**config.mk**
```make
export PLATFORM = sky130hd
export DESIGN_NAME = pkd_top
export DESIGN_NICKNAME = d
export VERILOG_FILES = /design/src/pkd_top.v
export VERILOG_INCLUDE_DIRS = /design/src
export SDC_FILE = /design/constraint.sdc
export NUM_CORES = 1
export LEC_CHECK = 0
export BUFFER_PORTS_ARGS = -buffer_cell sky130_fd_sc_hd__buf_4
export CAP_MARGIN = 0
export CORE_UTILIZATION = 53
export DETAILED_ROUTE_END_ITERATION = 8
export HOLD_SLACK_MARGIN = 0.06
export PLACE_DENSITY = 0.81
export SKIP_CTS_REPAIR_TIMING = 1
export SYNTH_ARGS = -nofsm -noshare
export SYNTH_HDL_FRONTEND = slang
export SYNTH_SLANG_ARGS = --single-unit
```
**constraint.sdc**
```tcl
create_clock -name sys_clk -period 5.5 [get_ports sys_clk]
set_clock_uncertainty 0.05 [all_clocks]
set_input_delay 1.1 -clock sys_clk [delete_from_list [all_inputs] [get_ports sys_clk]]
set_output_delay 1.1 -clock sys_clk [all_outputs]
set_load 0.02 [all_outputs]
```
**src/pkd_map.vh**
```
/*
 * Register offsets, field positions, reset values and timing figures
 * for the power-key press detector.
 * Assumes a 200 MHz system clock and a 32-bit AXI4-Lite register bus.
 */
`ifndef PKD_MAP_VH
`define PKD_MAP_VH

// Register byte offsets
`define PKD_CTRL_OFS 8'h00
`define PKD_DEB_OFS 8'h04
`define PKD_DELAY_OFS 8'h08
`define PKD_STAT_OFS 8'h0c
`define PKD_EVT_OFS 8'h10
`define PKD_MASK_OFS 8'h14

// Control register fields
`define PKD_CTRL_SEL_LO 0
`define PKD_CTRL_SEL_HI 1
`define PKD_CTRL_LOCK 2
`define PKD_CTRL_SYSEN 3
`define PKD_CTRL_STBY 4

// Status, event and mask fields
`define PKD_STAT_LEVEL 0
`define PKD_STAT_TIMING 1
`define PKD_EVT_KEY 0

// Reset values
`define PKD_SEL_RST 2'h0
`define PKD_SYSEN_RST 1'h1
`define PKD_DEB_RST 8'h0a
`define PKD_DELAY_RST 16'h07d0

// Timing: one filter and timer tick is 1000 us
`define PKD_TICK_US 1000
`define PKD_CLK_MHZ 200

// Bus responses
`define PKD_RESP_OKAY 2'h0
`define PKD_RESP_SLVERR 2'h2

`endif

```
**src/pkd_top.v**
```verilog
/*
 * Power-key press detector: debounce filter, press timer, key event,
 * long-press lock, wakeup request and system-enable/standby controls,
 * with an AXI4-Lite register slave and one level interrupt.
 * Assumes one 200 MHz clock that runs in every power mode, an
 * asynchronous key pin, and a sequencer that reports power-down mode.
 */
// The implementer's own choices: the register addresses and register access over AXI4-Lite.

// Operation
// - Key pin is debounced by a filter time shared with other control inputs.
// - Press and release edges are detected and the time between them measured.
// - Edge detection and press timing keep running in every power mode.
// - Debounced key level is readable as a status bit.
// - Event mask suppresses both the interrupt and the wakeup of a key event.
// - Select 00: event on press, interrupt if unmasked, wakeup in power-down.
// - Select 01: short press event at release; long press event and lock.
// - Select 10: as 01, but long press also clears system enable.
// - Select 11: short clears enable, sets standby; long clears both, sets lock.
// - With lock set, only a press reaching the long time wakes from power-down.
`timescale 1ns/10ps
`include "pkd_map.vh"

module pkd_top #(
    parameter TICK_CYC = `PKD_TICK_US * `PKD_CLK_MHZ
) (
    input wire sys_clk,
    input wire rst,
    input wire power_key_input,
    input wire power_down_mode,
    output wire [63:0] debounce_time_out,
    input wire [31:0] s_axi_awaddr,
    input wire s_axi_awvalid,
    output reg s_axi_awready,
    input wire [31:0] s_axi_wdata,
    input wire [3:0] s_axi_wstrb,
    input wire s_axi_wvalid,
    output reg s_axi_wready,
    output reg [1:0] s_axi_bresp,
    output reg s_axi_bvalid,
    input wire s_axi_bready,
    input wire [31:0] s_axi_araddr,
    input wire s_axi_arvalid,
    output reg s_axi_arready,
    output reg [31:0] s_axi_rdata,
    output reg [1:0] s_axi_rresp,
    output reg s_axi_rvalid,
    input wire s_axi_rready,
    output reg irq,
    output reg wakeup_req,
    output reg system_en,
    output reg standby,
    output reg long_press_lock
);

    localparam [31:0] TICK_LAST = TICK_CYC - 1;

    reg [31:0] tick_cnt_r;
    reg tick_r;
    reg [2:0] key_sync_r;
    reg key_level_r;
    reg [7:0] deb_cnt_r;
    reg key_prev_r;
    reg [15:0] press_cnt_r;
    reg timing_r;
    reg long_done_r;
    reg [1:0] key_function_sel_r;
    reg [7:0] deb_time_r;
    reg [15:0] key_delay_r;
    reg key_event_flag_r;
    reg key_event_mask_r;
    reg [7:0] aw_addr_r;
    reg aw_have_r;
    reg [31:0] w_data_r;
    reg [3:0] w_strb_r;
    reg w_have_r;

    wire press_edge;
    wire release_edge;
    wire long_reach;
    wire short_release;
    wire key_event;
    wire wr_go;
    wire wr_ctrl;
    wire wr_hit;
    wire [7:0] ar_ofs;

    // Shared filter time is offered to the other control inputs
    assign debounce_time_out = {56'h0, deb_time_r};

    // Free-running tick divider, never gated by power mode
    always @(posedge sys_clk or posedge rst) begin
        if (rst) begin
            tick_cnt_r <= 32'h0;
            tick_r <= 1'b0;
        end else if (tick_cnt_r == TICK_LAST) begin
            tick_cnt_r <= 32'h0;
            tick_r <= 1'b1;
        end else begin
            tick_cnt_r <= tick_cnt_r + 32'h1;
            tick_r <= 1'b0;
        end
    end

    // Pin synchroniser; idle level of the active-low key is high
    always @(posedge sys_clk or posedge rst) begin
        if (rst) begin
            key_sync_r <= 3'h7;
        end else begin
            key_sync_r <= {key_sync_r[1:0], power_key_input};
        end
    end

    // Debounce: a new level must hold for the shared filter time
    always @(posedge sys_clk or posedge rst) begin
        if (rst) begin
            key_level_r <= 1'b1;
            deb_cnt_r <= 8'h0;
        end else if (key_sync_r[1] != key_sync_r[2] || key_sync_r[2] == key_level_r) begin
            deb_cnt_r <= 8'h0;
        end else if (deb_cnt_r >= deb_time_r) begin
            key_level_r <= key_sync_r[2];
            deb_cnt_r <= 8'h0;
        end else if (tick_r) begin
            deb_cnt_r <= deb_cnt_r + 8'h1;
        end
    end

    // Edge detection on the debounced level
    always @(posedge sys_clk or posedge rst) begin
        if (rst) begin
            key_prev_r <= 1'b1;
        end else begin
            key_prev_r <= key_level_r;
        end
    end

    assign press_edge = key_prev_r & ~key_level_r;
    assign release_edge = ~key_prev_r & key_level_r;

    // Press timer: counts ticks from press until the long-press time
    always @(posedge sys_clk or posedge rst) begin
        if (rst) begin
            press_cnt_r <= 16'h0;
            timing_r <= 1'b0;
            long_done_r <= 1'b0;
        end else if (press_edge) begin
            press_cnt_r <= 16'h0;
            timing_r <= 1'b1;
            long_done_r <= 1'b0;
        end else if (release_edge) begin
            timing_r <= 1'b0;
        end else if (long_reach) begin
            timing_r <= 1'b0;
            long_done_r <= 1'b1;
        end else if (timing_r && tick_r) begin
            press_cnt_r <= press_cnt_r + 16'h1;
        end
    end

    // Long press reached while still held; programmable time
    assign long_reach = timing_r & ~key_level_r & (press_cnt_r >= key_delay_r);
    assign short_release = release_edge & timing_r & ~long_done_r;

    // Event source per function select
    assign key_event = (key_function_sel_r == 2'h0) ? press_edge :
        (short_release | long_reach);

    // Write channel capture, address and data in either order
    assign wr_go = aw_have_r & w_have_r & ~s_axi_bvalid;
    assign wr_ctrl = wr_go & (aw_addr_r == `PKD_CTRL_OFS) & w_strb_r[0];
    assign wr_hit = (aw_addr_r == `PKD_CTRL_OFS) | (aw_addr_r == `PKD_DEB_OFS) |
        (aw_addr_r == `PKD_DELAY_OFS) | (aw_addr_r == `PKD_STAT_OFS) |
        (aw_addr_r == `PKD_EVT_OFS) | (aw_addr_r == `PKD_MASK_OFS);

    always @(posedge sys_clk or posedge rst) begin
        if (rst) begin
            aw_have_r <= 1'b0;
            aw_addr_r <= 8'h0;
            s_axi_awready <= 1'b1;
            w_have_r <= 1'b0;
            w_data_r <= 32'h0;
            w_strb_r <= 4'h0;
            s_axi_wready <= 1'b1;
            s_axi_bvalid <= 1'b0;
            s_axi_bresp <= `PKD_RESP_OKAY;
        end else begin
            if (s_axi_awvalid && s_axi_awready) begin
                aw_addr_r <= {s_axi_awaddr[7:2], 2'h0};
                aw_have_r <= 1'b1;
                s_axi_awready <= 1'b0;
            end
            if (s_axi_wvalid && s_axi_wready) begin
                w_data_r <= s_axi_wdata;
                w_strb_r <= s_axi_wstrb;
                w_have_r <= 1'b1;
                s_axi_wready <= 1'b0;
            end
            if (wr_go) begin
                s_axi_bvalid <= 1'b1;
                s_axi_bresp <= wr_hit ? `PKD_RESP_OKAY : `PKD_RESP_SLVERR;
                aw_have_r <= 1'b0;
                w_have_r <= 1'b0;
            end
            if (s_axi_bvalid && s_axi_bready) begin
                s_axi_bvalid <= 1'b0;
                s_axi_awready <= 1'b1;
                s_axi_wready <= 1'b1;
            end
        end
    end

    // Software configuration registers
    always @(posedge sys_clk or posedge rst) begin
        if (rst) begin
            key_function_sel_r <= `PKD_SEL_RST;
            deb_time_r <= `PKD_DEB_RST;
            key_delay_r <= `PKD_DELAY_RST;
            key_event_mask_r <= 1'b0;
        end else if (wr_go) begin
            if (wr_ctrl) begin
                key_function_sel_r <= w_data_r[`PKD_CTRL_SEL_HI:`PKD_CTRL_SEL_LO];
            end
            if (aw_addr_r == `PKD_DEB_OFS && w_strb_r[0]) begin
                deb_time_r <= w_data_r[7:0];
            end
            if (aw_addr_r == `PKD_DELAY_OFS) begin
                if (w_strb_r[0]) begin
                    key_delay_r[7:0] <= w_data_r[7:0];
                end
                if (w_strb_r[1]) begin
                    key_delay_r[15:8] <= w_data_r[15:8];
                end
            end
            if (aw_addr_r == `PKD_MASK_OFS && w_strb_r[0]) begin
                key_event_mask_r <= w_data_r[`PKD_EVT_KEY];
            end
        end
    end

    // Lock: hardware set wins, cleared only by a software write of zero
    always @(posedge sys_clk or posedge rst) begin
        if (rst) begin
            long_press_lock <= 1'b0;
        end else if (long_reach && key_function_sel_r != 2'h0) begin
            long_press_lock <= 1'b1;
        end else if (wr_ctrl) begin
            long_press_lock <= w_data_r[`PKD_CTRL_LOCK];
        end
    end

    // System enable and standby: key actions take priority over software
    always @(posedge sys_clk or posedge rst) begin
        if (rst) begin
            system_en <= `PKD_SYSEN_RST;
            standby <= 1'b0;
        end else if (long_reach && key_function_sel_r == 2'h2) begin
            system_en <= 1'b0;
        end else if (long_reach && key_function_sel_r == 2'h3) begin
            system_en <= 1'b0;
            standby <= 1'b0;
        end else if (short_release && key_function_sel_r == 2'h3) begin
            system_en <= 1'b0;
            standby <= 1'b1;
        end else if (wr_ctrl) begin
            system_en <= w_data_r[`PKD_CTRL_SYSEN];
            standby <= w_data_r[`PKD_CTRL_STBY];
        end
    end

    // Sticky event flag, write one to clear; a new event wins
    always @(posedge sys_clk or posedge rst) begin
        if (rst) begin
            key_event_flag_r <= 1'b0;
        end else if (key_event) begin
            key_event_flag_r <= 1'b1;
        end else if (wr_go && aw_addr_r == `PKD_EVT_OFS && w_strb_r[0] &&
                     w_data_r[`PKD_EVT_KEY]) begin
            key_event_flag_r <= 1'b0;
        end
    end

    // Interrupt and wakeup, both gated by the event mask
    always @(posedge sys_clk or posedge rst) begin
        if (rst) begin
            irq <= 1'b0;
            wakeup_req <= 1'b0;
        end else begin
            irq <= key_event_flag_r & ~key_event_mask_r;
            wakeup_req <= key_event & power_down_mode & ~key_event_mask_r &
                (~long_press_lock | long_reach);
        end
    end

    // Read channel: one cycle from address to data
    assign ar_ofs = {s_axi_araddr[7:2], 2'h0};

    always @(posedge sys_clk or posedge rst) begin
        if (rst) begin
            s_axi_arready <= 1'b1;
            s_axi_rvalid <= 1'b0;
            s_axi_rdata <= 32'h0;
            s_axi_rresp <= `PKD_RESP_OKAY;
        end else if (s_axi_arvalid && s_axi_arready) begin
            s_axi_arready <= 1'b0;
            s_axi_rvalid <= 1'b1;
            s_axi_rresp <= `PKD_RESP_OKAY;
            case (ar_ofs)
                `PKD_CTRL_OFS: begin
                    s_axi_rdata <= {27'h0, standby, system_en, long_press_lock,
                        key_function_sel_r};
                end
                `PKD_DEB_OFS: begin
                    s_axi_rdata <= {24'h0, deb_time_r};
                end
                `PKD_DELAY_OFS: begin
                    s_axi_rdata <= {16'h0, key_delay_r};
                end
                `PKD_STAT_OFS: begin
                    s_axi_rdata <= {30'h0, timing_r, key_level_r};
                end
                `PKD_EVT_OFS: begin
                    s_axi_rdata <= {31'h0, key_event_flag_r};
                end
                `PKD_MASK_OFS: begin
                    s_axi_rdata <= {31'h0, key_event_mask_r};
                end
                default: begin
                    s_axi_rdata <= 32'h0;
                    s_axi_rresp <= `PKD_RESP_SLVERR;
                end
            endcase
        end else if (s_axi_rvalid && s_axi_rready) begin
            s_axi_rvalid <= 1'b0;
            s_axi_arready <= 1'b1;
        end
    end

endmodule // pkd_top

```
Yosys cells after proc, flatten, opt, wreduce, memory -nomap -nowiden
Index checks and enable logic that the tools add are counted.
{"block": "totals", "ff_bits": 164, "latch_bits": 0, "ramBits": 0, "mem_bits_ro": 0, "output_inout_bits": 110, "elab_cells": 172, "memories": 0}
{"block": "op_classes", "addsub": 3, "n_mul": 0, "n_div": 0, "order_cmp": 2, "eq_ne": 17, "shift": 0, "muxes": 44, "bitwise_logic": 29, "reduce_logical": 44}
{"op": "16-bit case mux with 6 select lines", "count": 1}
{"op": "16-bit 2-to-1 mux", "count": 4}
{"op": "1-bit 2-to-1 mux", "count": 33}
{"op": "32-bit by 1-bit adder with 32-bit output, second input constant", "count": 1}
{"op": "32-bit by 18-bit equality test with 1-bit output, second input constant", "count": 1}
{"op": "32-bit 2-to-1 mux", "count": 1}
{"op": "6-bit by 2-bit equality test with 1-bit output, second input constant", "count": 4}
{"op": "6-bit by 3-bit equality test with 1-bit output, second input constant", "count": 4}
{"op": "8-bit 2-to-1 mux", "count": 3}
{"op": "2-bit nonzero test", "count": 11}
{"op": "16-bit by 1-bit adder with 16-bit output, second input constant", "count": 1}
{"op": "16-bit greater-or-equal comparator", "count": 1}
{"op": "8-bit zero test", "count": 2}
{"op": "1-bit logical AND", "count": 15}
{"op": "1-bit AND", "count": 14}
{"op": "6-bit by 1-bit equality test with 1-bit output, second input constant", "count": 2}
{"op": "2-bit AND reduction", "count": 6}
{"op": "3-bit AND reduction", "count": 3}
{"op": "3-bit nonzero test", "count": 3}
{"op": "8-bit by 1-bit adder with 8-bit output, second input constant", "count": 1}
{"op": "8-bit greater-or-equal comparator", "count": 1}
{"op": "1-bit inverter", "count": 8}
{"op": "1-bit OR", "count": 7}
{"op": "6-bit OR reduction", "count": 1}
{"op": "8 further kinds", "count": 11}

Longest topological paths before layout
Gate-level depths: netlist of run 1.
{"block": "logic_depth", "depth_word": 9, "mapped_depth": 9}

Worst setup path before layout of run 1
OpenSTA, ideal clock, no wires.
{"block": "synth_path", "path_kind": "input to register", "start": "input s_axi_araddr[3]", "end": "register s_axi_rdata[10]", "arrival_time_ns": 2.236, "slack_ns": 3.148, "stages": 5, "n_path_buf": 2, "path_cell_list": "clkbuf_1 -> nor2b_1 -> and2_1 -> clkbuf_1 -> a22o_1"}
{"block": "synth_between", "elab_chain_len": 2, "word_cells_on_any_way": 7, "classes_between": "5 x eq/ne; 1 x mux; 1 x reduce/logical"}
{"element": "start: declaration", "line_no": "pkd_top.v:42", "rtl": "input wire [31:0] s_axi_araddr,"}
{"element": "6-bit by 3-bit equality test with 1-bit output (tied with other cells)", "line_no": "pkd_top.v:308", "rtl": "case (ar_ofs)"}
{"element": "16-bit case mux with 6 select lines (*)", "line_no": "pkd_top.v:308"}
{"element": "end signal: assignment", "line_no": "pkd_top.v:310", "rtl": "s_axi_rdata <= {27'h0, standby, system_en, long_press_lock,"}
{"element": "end signal: assignment", "line_no": "pkd_top.v:314", "rtl": "s_axi_rdata <= {24'h0, deb_time_r};"}
{"element": "end signal: assignment", "line_no": "pkd_top.v:317", "rtl": "s_axi_rdata <= {16'h0, key_delay_r};"}
{"element": "end: declaration", "line_no": "pkd_top.v:45", "rtl": "output reg [31:0] s_axi_rdata,"}
Mark *: on every way between the ends. The rest lies on a longest branch, timed or not.
A chain may end at the register's enable or synchronous reset.

Final worst setup path of run 1
{"block": "layout_path", "start": "register key_delay_r[9]", "end": "register press_cnt_r[5]"}
{"block": "layout_between", "elab_chain_len": 4}
{"element": "start: declaration", "line_no": "pkd_top.v:69", "rtl": "reg [15:0] key_delay_r;"}
{"element": "start signal: assignment", "line_no": "pkd_top.v:218", "rtl": "key_delay_r <= `PKD_DELAY_RST;"}
{"element": "start signal: assignment", "line_no": "pkd_top.v:232", "rtl": "key_delay_r[15:8] <= w_data_r[15:8];"}
{"element": "16-bit greater-or-equal comparator", "line_no": "pkd_top.v:162", "rtl": "assign long_reach = timing_r & ~key_level_r & (press_cnt_r >= key_delay_r);"}
{"element": "1-bit AND", "line_no": "pkd_top.v:162"}
{"element": "2-bit != test (no source line)"}
{"element": "3-bit AND reduction (no source line)"}
{"element": "end signal: assignment", "line_no": "pkd_top.v:157", "rtl": "press_cnt_r <= press_cnt_r + 16'h1;"}
{"element": "end: declaration", "line_no": "pkd_top.v:64", "rtl": "reg [15:0] press_cnt_r;"}
No other way between the ends.

==> results of run 1 <==
## cell usage after synthesis, types with 2 or more instances
cell / instances / share of area
a2111o_1: 2 / 0.0029
a2111oi_0: 2 / 0.0022
a2111oi_4: 2 / 0.0071
a211oi_1: 5 / 0.0048
a21boi_0: 2 / 0.0019
a21o_1: 4 / 0.0038
a21oi_1: 16 / 0.010
a22o_1: 9 / 0.010
a22oi_1: 5 / 0.0048
a31oi_1: 2 / 0.0016
and2_1: 4 / 0.0032
and3_1: 8 / 0.0064
buf_2: 2 / 0.0013
buf_4: 75 / 0.072
clkbuf_1: 11 / 0.0053
dfrtp_1: 129 / 0.41
dfstp_2: 17 / 0.057
ha_1: 29 / 0.046
inv_1: 37 / 0.018
mux2_2: 53 / 0.076
mux2i_1: 19 / 0.024
mux4_2: 2 / 0.0058
nand2_1: 51 / 0.025
nand2b_1: 13 / 0.010
nand2b_4: 2 / 0.0035
nand3_1: 29 / 0.019
nand4_1: 17 / 0.014
nor2_1: 43 / 0.021
nor2b_1: 9 / 0.0072
nor3_1: 8 / 0.0051
nor3_2: 2 / 0.0026
nor4_1: 5 / 0.0040
nor4b_1: 2 / 0.0022
o2111ai_1: 6 / 0.0067
o2111ai_2: 2 / 0.0038
o21a_1: 3 / 0.0029
o21ai_0: 24 / 0.015
o21ai_1: 2 / 0.0013
or3_1: 6 / 0.0048
xnor2_1: 18 / 0.020
xor2_1: 18 / 0.020
## per-layer routing
layer	track usage	vias up	routed length, um
met5	0	-	0
li1	-	2530	-
met3	0.0664	30	918
met2	0.344	159	7460
met4	0.0685	0	252
met1	0.285	2590	6630
## area by class of cell
type | count | area, sq um
Timing Repair Buffer | 76 | 571
Tap cell | 180 | 225
Sequential cell | 146 | 3670
Fill cell | 1139 | 5300
Multi-Input combinational cell | 516 | 3640
Clock buffer | 22 | 464
Inverter | 37 | 144
Clock inverter | 10 | 133
## kinds of logic after synthesis
group | count (synthesis) | synth area share
AND/OR/NAND/NOR | 209 | 0.144
XOR/XNOR | 36 | 0.0404
flip-flops | 146 | 0.471
multiplexers | 74 | 0.107
buffers and inverters | 126 | 0.0979
AO/OA/AOI/OAI | 94 | 0.0931
adder cells (fa/ha/maj) | 29 | 0.0465
other | 1 | 0.000480
## path summary, 6_finish.rpt
check / start / slack, ps / to
min in group asynchronous: rst / 860 / tick_cnt_r[17]$_DFF_PP0_
hold / removal: key_sync_r[0]$_DFF_PP1_ / 310 / key_sync_r[1]$_DFF_PP1_
setup / recovery: key_delay_r[9]$_DFFE_PP1P_ / 2760 / press_cnt_r[5]$_DFFE_PP0P_
max in group asynchronous: rst / 3480 / key_delay_r[4]$_DFFE_PP1P_
hold reg to reg: key_sync_r[0]$_DFF_PP1_ / 310 / key_sync_r[1]$_DFF_PP1_
setup reg to reg: key_delay_r[9]$_DFFE_PP1P_ / 2760 / press_cnt_r[5]$_DFFE_PP0P_
## layout by cell type (no fill, tap or decap), types with 5 or more instances in the layout
cell and count:
a22oi_1 5, dfstp_2 17, or3_1 6, nor4_1 5, o2111ai_1 6, nand4_1 17, buf_4 76, a21oi_1 16
xnor2_1 18, o21ai_0 24, a211oi_1 5, mux2_2 53, nand3_1 29, inv_1 36, nor3_1 8, mux2i_1 19
clkbuf_16 17, nor2_1 43, nor2b_1 9, xor2_1 18, nand2_1 51, ha_1 29, and3_1 8, a22o_1 9
dfrtp_1 129, nand2b_1 13, conb_1 74
## flip-flops by register name, summed over array words and instances (netlist names), 2 cells and up
register,count
aw_addr_r,6
deb_cnt_r,8
deb_time_r,8
key_delay_r,16
key_function_sel_r,2
key_sync_r,3
press_cnt_r,16
s_axi_rdata,16
tick_cnt_r,32
w_data_r,16
w_strb_r,2
## where the power goes
group | leakage (uW) | switching [uW] | internal [uW]
sequential | 0.00189 | 170 | 1260
clock | 0.000286 | 432 | 733
combinational | 0.00198 | 446 | 306
total | 0.00416 | 1050 | 2300
## through the flow
| stage | worst slack [ps] | power (uW) | instances |
|---|---|---|---|
| 2_1_floorplan | 455 | 1990 | 788 |
| 3_3_place_gp | 2780 | 2150 | 955 |
| 3_5_place_dp | 2760 | 2180 | 955 |
| 4_1_cts | 2760 | 3360 | 987 |
| 5_1_grt | 2600 | 3510 | 987 |
| 6_report | 2760 | 3340 | 987 |
==> results, run 1 <==
- The flow ran to the end, and the final reports show no timing, DRC or antenna violations.
- The final weighted congestion in routability-driven placement is roughly 0.85.
- The synthesized design contains 0 enable-type register cells.
- In this run the cell area of the synthesized design comes to 0.00781 sq mm.
- The longest individual stage delay on the worst path is roughly 550 ps.
- Setup violations remaining at the end of the flow were counted as 0.
- The flip-flop and latch count after synthesis is between 100 and 150.
- The detailed-router iteration count before antenna repair is 5.
- The final-report max-slew violation count was 0.
- The critical path required time is about 5800 ps.
- The floorplan step defined a core boundary enclosing roughly 0.014 sq mm.
- The initial core utilization is 0.552.
- The die extent in x is 123 um.
- The clock network latency to the later pin of the worst-skew pair is 420 ps.
- The number of antenna violations at the first check in global routing is 0.
- The clock passes through at most 2 buffers.
- The largest fanout on the critical path is 5.
- Together, buffers and inverters on the worst path number 1.
- Across the run, the number of max-cap violations was 0.
- Clock tree synthesis selected as its root buffer the cell clkbuf_16.
- The power density over the cells is 378 mW/mm^2.
- The worst hold path was traced through 0 stages.
- The cell type of the slowest stage on the worst timing path is dfstp_2.
- The async set-reset flop share out of synthesis is 1.00.
- Counting cells, the worst reg-to-reg path comes to 8.
- The maximum number of pins on one net before global-route repair is 117.
- The final antenna diode count is 0.
- The total number of vias is 5309.
- STA puts the critical path data arrival time at 3030 ps.
- For this design the top-level I/O count stands at ~220.
- Among all flip-flop cells after synthesis, the most frequent one is dfrtp_1.
- The average vias per placed instance is 5.38.
- The distinct cell type count after synthesis is 61.
- The worst setup path is captured at a flip-flop.
- At the end of the flow the core is filled with cells to 0.626.
- After detailed placement, the total cell area comes to 0.00826 sq mm.
- The global-route wire length before repair is 24900 um.
- From synthesis to final layout, the design area changed by 13.4%.
- A synthesized cell averages 10.9 sq um.
- The final layout contains routed wiring with a total length of 15300 um.
- The detail route stage leaves a number of antenna-violating nets equal to 0.
- IR analysis of the VDD net gives a maximum drop of 0.273 mV.
- The clock tree from TritonCTS is done.
- The count of endpoints failing hold in the final timing report is 0.
- After layout, the minimum clock period comes to between 2000 and 3000 ps.
- In the final layout, the share of cells above drive strength 1 is 0.243.
- The launching element type of the critical path is a flip-flop.
- The clock drives 146 sinks.
- The CTS H-tree depth is 4.
- The vertical die dimension is approximately 120 um.
- The number of global-route vias before repair is 5069.
- The post-synthesis cell count is 715.
- At the end of the flow, the number of nets in the layout was 932.
- Setup repair after global routing left no endpoint under its margin.
- After detailed routing, the number of remaining DRC violations is 0.
- The fraction of the yosys area taken by sequential cells is 0.471.
- The register clock-pin slew on the reported worst setup and hold paths is 60 ps.
- The setup TNS is 0 ps.
- Walking the worst path, the cells encountered are inv_1 > ha_1 > a21oi_1 > nor3_1 > nor3_2 > o2111ai_2 > a211oi_1 > mux2i_1.
- At the pin with the least slew margin, the transition time is 991 ps.
- The headroom to the max-slew limit is 0.339.
- After floorplanning, the core was divided into 43 placement rows.
- In the global route stage, overall resource usage came out at 0.217.
- Dividing the final minimum period by the clock period gives 0.498.
- The critical path in this run is classified as flip-flop to flip-flop.
- The full die area is 0.0152 sq mm.
- The DRC violation total after the first TritonRoute iteration is 319.
- Yosys printed 0 warnings.
- The half-perimeter wire length after detailed placement is 10800 um.
- The cell class contributing the biggest share of worst-path delay is compound AO/OA/AOI/OAI gates.
- The number of buffers added on ports is 74.
- The highest attainable clock frequency is 0.365 GHz.
- Counting buffers and inverters, the worst setup path is 8 cells deep.
- The routed wirelength normalized by instance count is 15.5 um.
- The type of the worst min-delay path is flip-flop to flip-flop.
- The number of buffers added by the clock tree synthesis step is 17.
- The static power due to leakage is between 0.004 and 0.005 uW.
- The worst hold margin is 308 ps.
- The cell area after layout is 0.00885 sq mm.
- The total congestion overflow is 0.
No activity file was read; power rests on OpenSTA's default activity.
==> inputs of run 2 (changes only) <==
- clock period: 5.5 -> 2.8 ns (I/O delays scaled with it)
==> run 2 against run 1 <==
Compared with the run above: sequential share of layout area down 0.31 points; final cell count up 0.71%; sequential power up 96%; die area unchanged; clock power up 93%; combinational power up 94%; largest cell class unchanged.
==> results, run 2 (synthesized netlist as in run 1, its figures left out) <==
- Compared with the post-synthesis result, the final layout area differs by 14.3%.
- The data arrival time at the worst-slack endpoint is 2880 ps.
- The flow ran to the end, and the final reports show no timing, DRC or antenna violations.
- The longest individual stage delay on the worst path is 570 ps.
- The final route contains 5341 vias.
- The post-detailed-routing wire length is between 15000 and 20000 um.
- In this run the deepest clock path goes through 2 buffers.
- For this design the top-level I/O count stands at ~220.
- The clock sink total is 146.
- The die extent in x is 123 um.
- In the routed design, unresolved DRC markers number 0.
- The worst setup path is launched from a flip-flop.
- The worst hold path cell count is 1.
- Setup repair after global routing left no endpoint under its margin.
- The maximum resistive drop on vdd is between 0.4 and 0.5 mV.
- The critical path startpoint is key_delay_r[6]$_DFFE_PP1P_.
- The final-report max-slew violation count is 0.
- In the finished design, the share of the clock period the worst path needs comes to 0.923.
- The count of endpoints failing setup in the final report is 0.
- The signal on the critical path passes through inv_1 > ha_1 > a21o_1 > a211oi_1 > o21a_4 > o2111ai_2 > a211oi_1 > mux2i_1.
- The register with the most flip-flops in the final layout is tick_cnt_r.
- The number of global-route vias before repair is roughly 5100.
- Clock-pin slew was measured on the worst setup and hold paths at 60 ps.
- For the worst-skew pair, the clock arrives at the later sink with an insertion delay of 420 ps.
- Max-cap violations in this run came to 0.
- For flop-to-flop paths, the worst setup slack is 220 ps.
- The floorplan step defined a die boundary enclosing 0.0152 sq mm.
- The most repeated library cell on the critical path is a211oi_1.
- The number of buffers added by the clock tree synthesis step is 17.
- The cell type of the slowest stage on the worst timing path is dfstp_2.
- The critical path required time is between 3000 and 4000 ps.
- The detailed-router iteration count before antenna repair is 4.
- The worst hold path begins at power_key_input.
- The number of cell instances on the worst register-to-register path is 8.
- The DRC violation total after the first TritonRoute iteration is 308.
- In this run the standard cell core region covers 0.0141 sq mm.
- The global routing usage summed across all routing layers is 0.213.
- The type of the worst min-delay path is input pin to flip-flop.
- Detailed placement finished with a half-perimeter wire length of 11000 um.
- The post-detailed-placement cell area is 0.00832 sq mm.
- The power density over the cells is 731 mW/mm^2.
- The H-tree was split into 4 levels.
- The number of antenna violations at the first check in global routing is 0.
- The average vias per placed instance is 5.37.
- The cell area after layout is 0.00892 sq mm.
- The routed design could run at a clock period as short as 2580 ps.
- TritonCTS built the clock tree.
- The headroom to the max-slew limit is 0.445.
- The number of flip-flops in the largest register is 32.
- The endpoint identified for the worst register-to-register timing path is press_cnt_r[5]$_DFFE_PP0P_.
- In this run the critical register-to-register path is launched from key_delay_r[6]$_DFFE_PP1P_.
- The critical path is of the flip-flop to flip-flop type.
- CTS placed an instance of clkbuf_16 at the clock tree root.
- The maximum number of pins on one net before global-route repair is ~150.
- The number of nets in the final layout is 939.
- The largest fanout on the critical path is 5.
- The count of endpoints failing hold in the final timing report came to 0.
- The final antenna diode count is 0.
- The floorplan has 43 rows.
- The first global-routing pass estimated 24600 um of wire.
- The floorplan step set the die height to 123 um.
- The final weighted congestion in routability-driven placement is 0.892.
- The setup TNS is 0 ps.
- The detail route stage leaves a number of antenna-violating nets equal to 0.
- The most common cell after layout, fill and taps aside is dfrtp_1.
- The transition time at the pin with the least slew margin is 833 ps.
- The number of buffers added on ports is 74.
- The total congestion overflow is 0.
- The library cells used most frequently in the layout, excluding fill and tap cells, are dfrtp_1, buf_4, conb_1.
- In the final routed layout, each cell accounts on average for approximately 15 um.
- STA classifies the critical path endpoint as a flip-flop.
- The initial utilization of the core area, before any placement, comes to 0.552.
- The highest attainable clock frequency is 0.387 GHz.
- The static power due to leakage is 0.00420 uW.
- The share of final-layout standard cells stronger than drive strength 1 is 0.252.
- For hold timing, the worst endpoint is key_sync_r[0]$_DFF_PP1_.
run 2: routing by layer:
layer	GRT usage	share of wire	wire, um	up-vias
li1	-	-	-	2550
met2	0.340	0.49	7370	146
met3	0.0475	0.050	762	29
met5	0	0	0	-
met1	0.280	0.44	6720	2616
met4	0.0881	0.021	320	0
run 2: final cells by class:
type	count	area (sq um)
timing repair buffer	83	636
fill	1124	5230
tap	180	225
clock inverter	9	103
clock buffer	23	498
multi-input combinational	516	3640
sequential	146	3670
inverter	37	143
run 2: report_power, final:
| group | total (uW) | internal [uW] | switching [uW] |
|---|---|---|---|
| Sequential | 2800 | 2470 | 332 |
| Combinational | 1460 | 613 | 846 |
| Clock | 2260 | 1420 | 842 |
run 2: through the flow:
step	instances	power (uW)	util	hold slack [ps]	worst slack, ps
2_1_floorplan	788	3900	-	295	371
3_3_place_gp	962	4230	0.588	296	272
3_5_place_dp	962	4290	0.588	297	269
4_1_cts	994	6570	0.630	189	254
5_1_grt	994	6840	0.630	191	76.0
6_report	994	6520	0.630	206	217
run 2: worst max-delay path by stage:
| stage | end | cells after the start |
|---|---|---|
| final | press_cnt_r[5]$_DFFE_PP0P_ | 8 |
| after detailed placement | press_cnt_r[9]$_DFFE_PP0P_ | 8 |
| after global placement | press_cnt_r[5]$_DFFE_PP0P_ | 8 |
| after CTS | press_cnt_r[5]$_DFFE_PP0P_ | 8 |
| after global routing | press_cnt_r[5]$_DFFE_PP0P_ | 8 |
| after floorplan | aw_addr_r[2]$_DFFE_PP0P_ | 1 |
run 2: critical path: cells and delay by family, from the launching register on:
kind / cells / cell delay [ps]
compound gates: 5 / 1330
mux: 1 / 220
flops: 1 / 570
fa+ha+maj: 1 / 280
buf+inv: 1 / 60
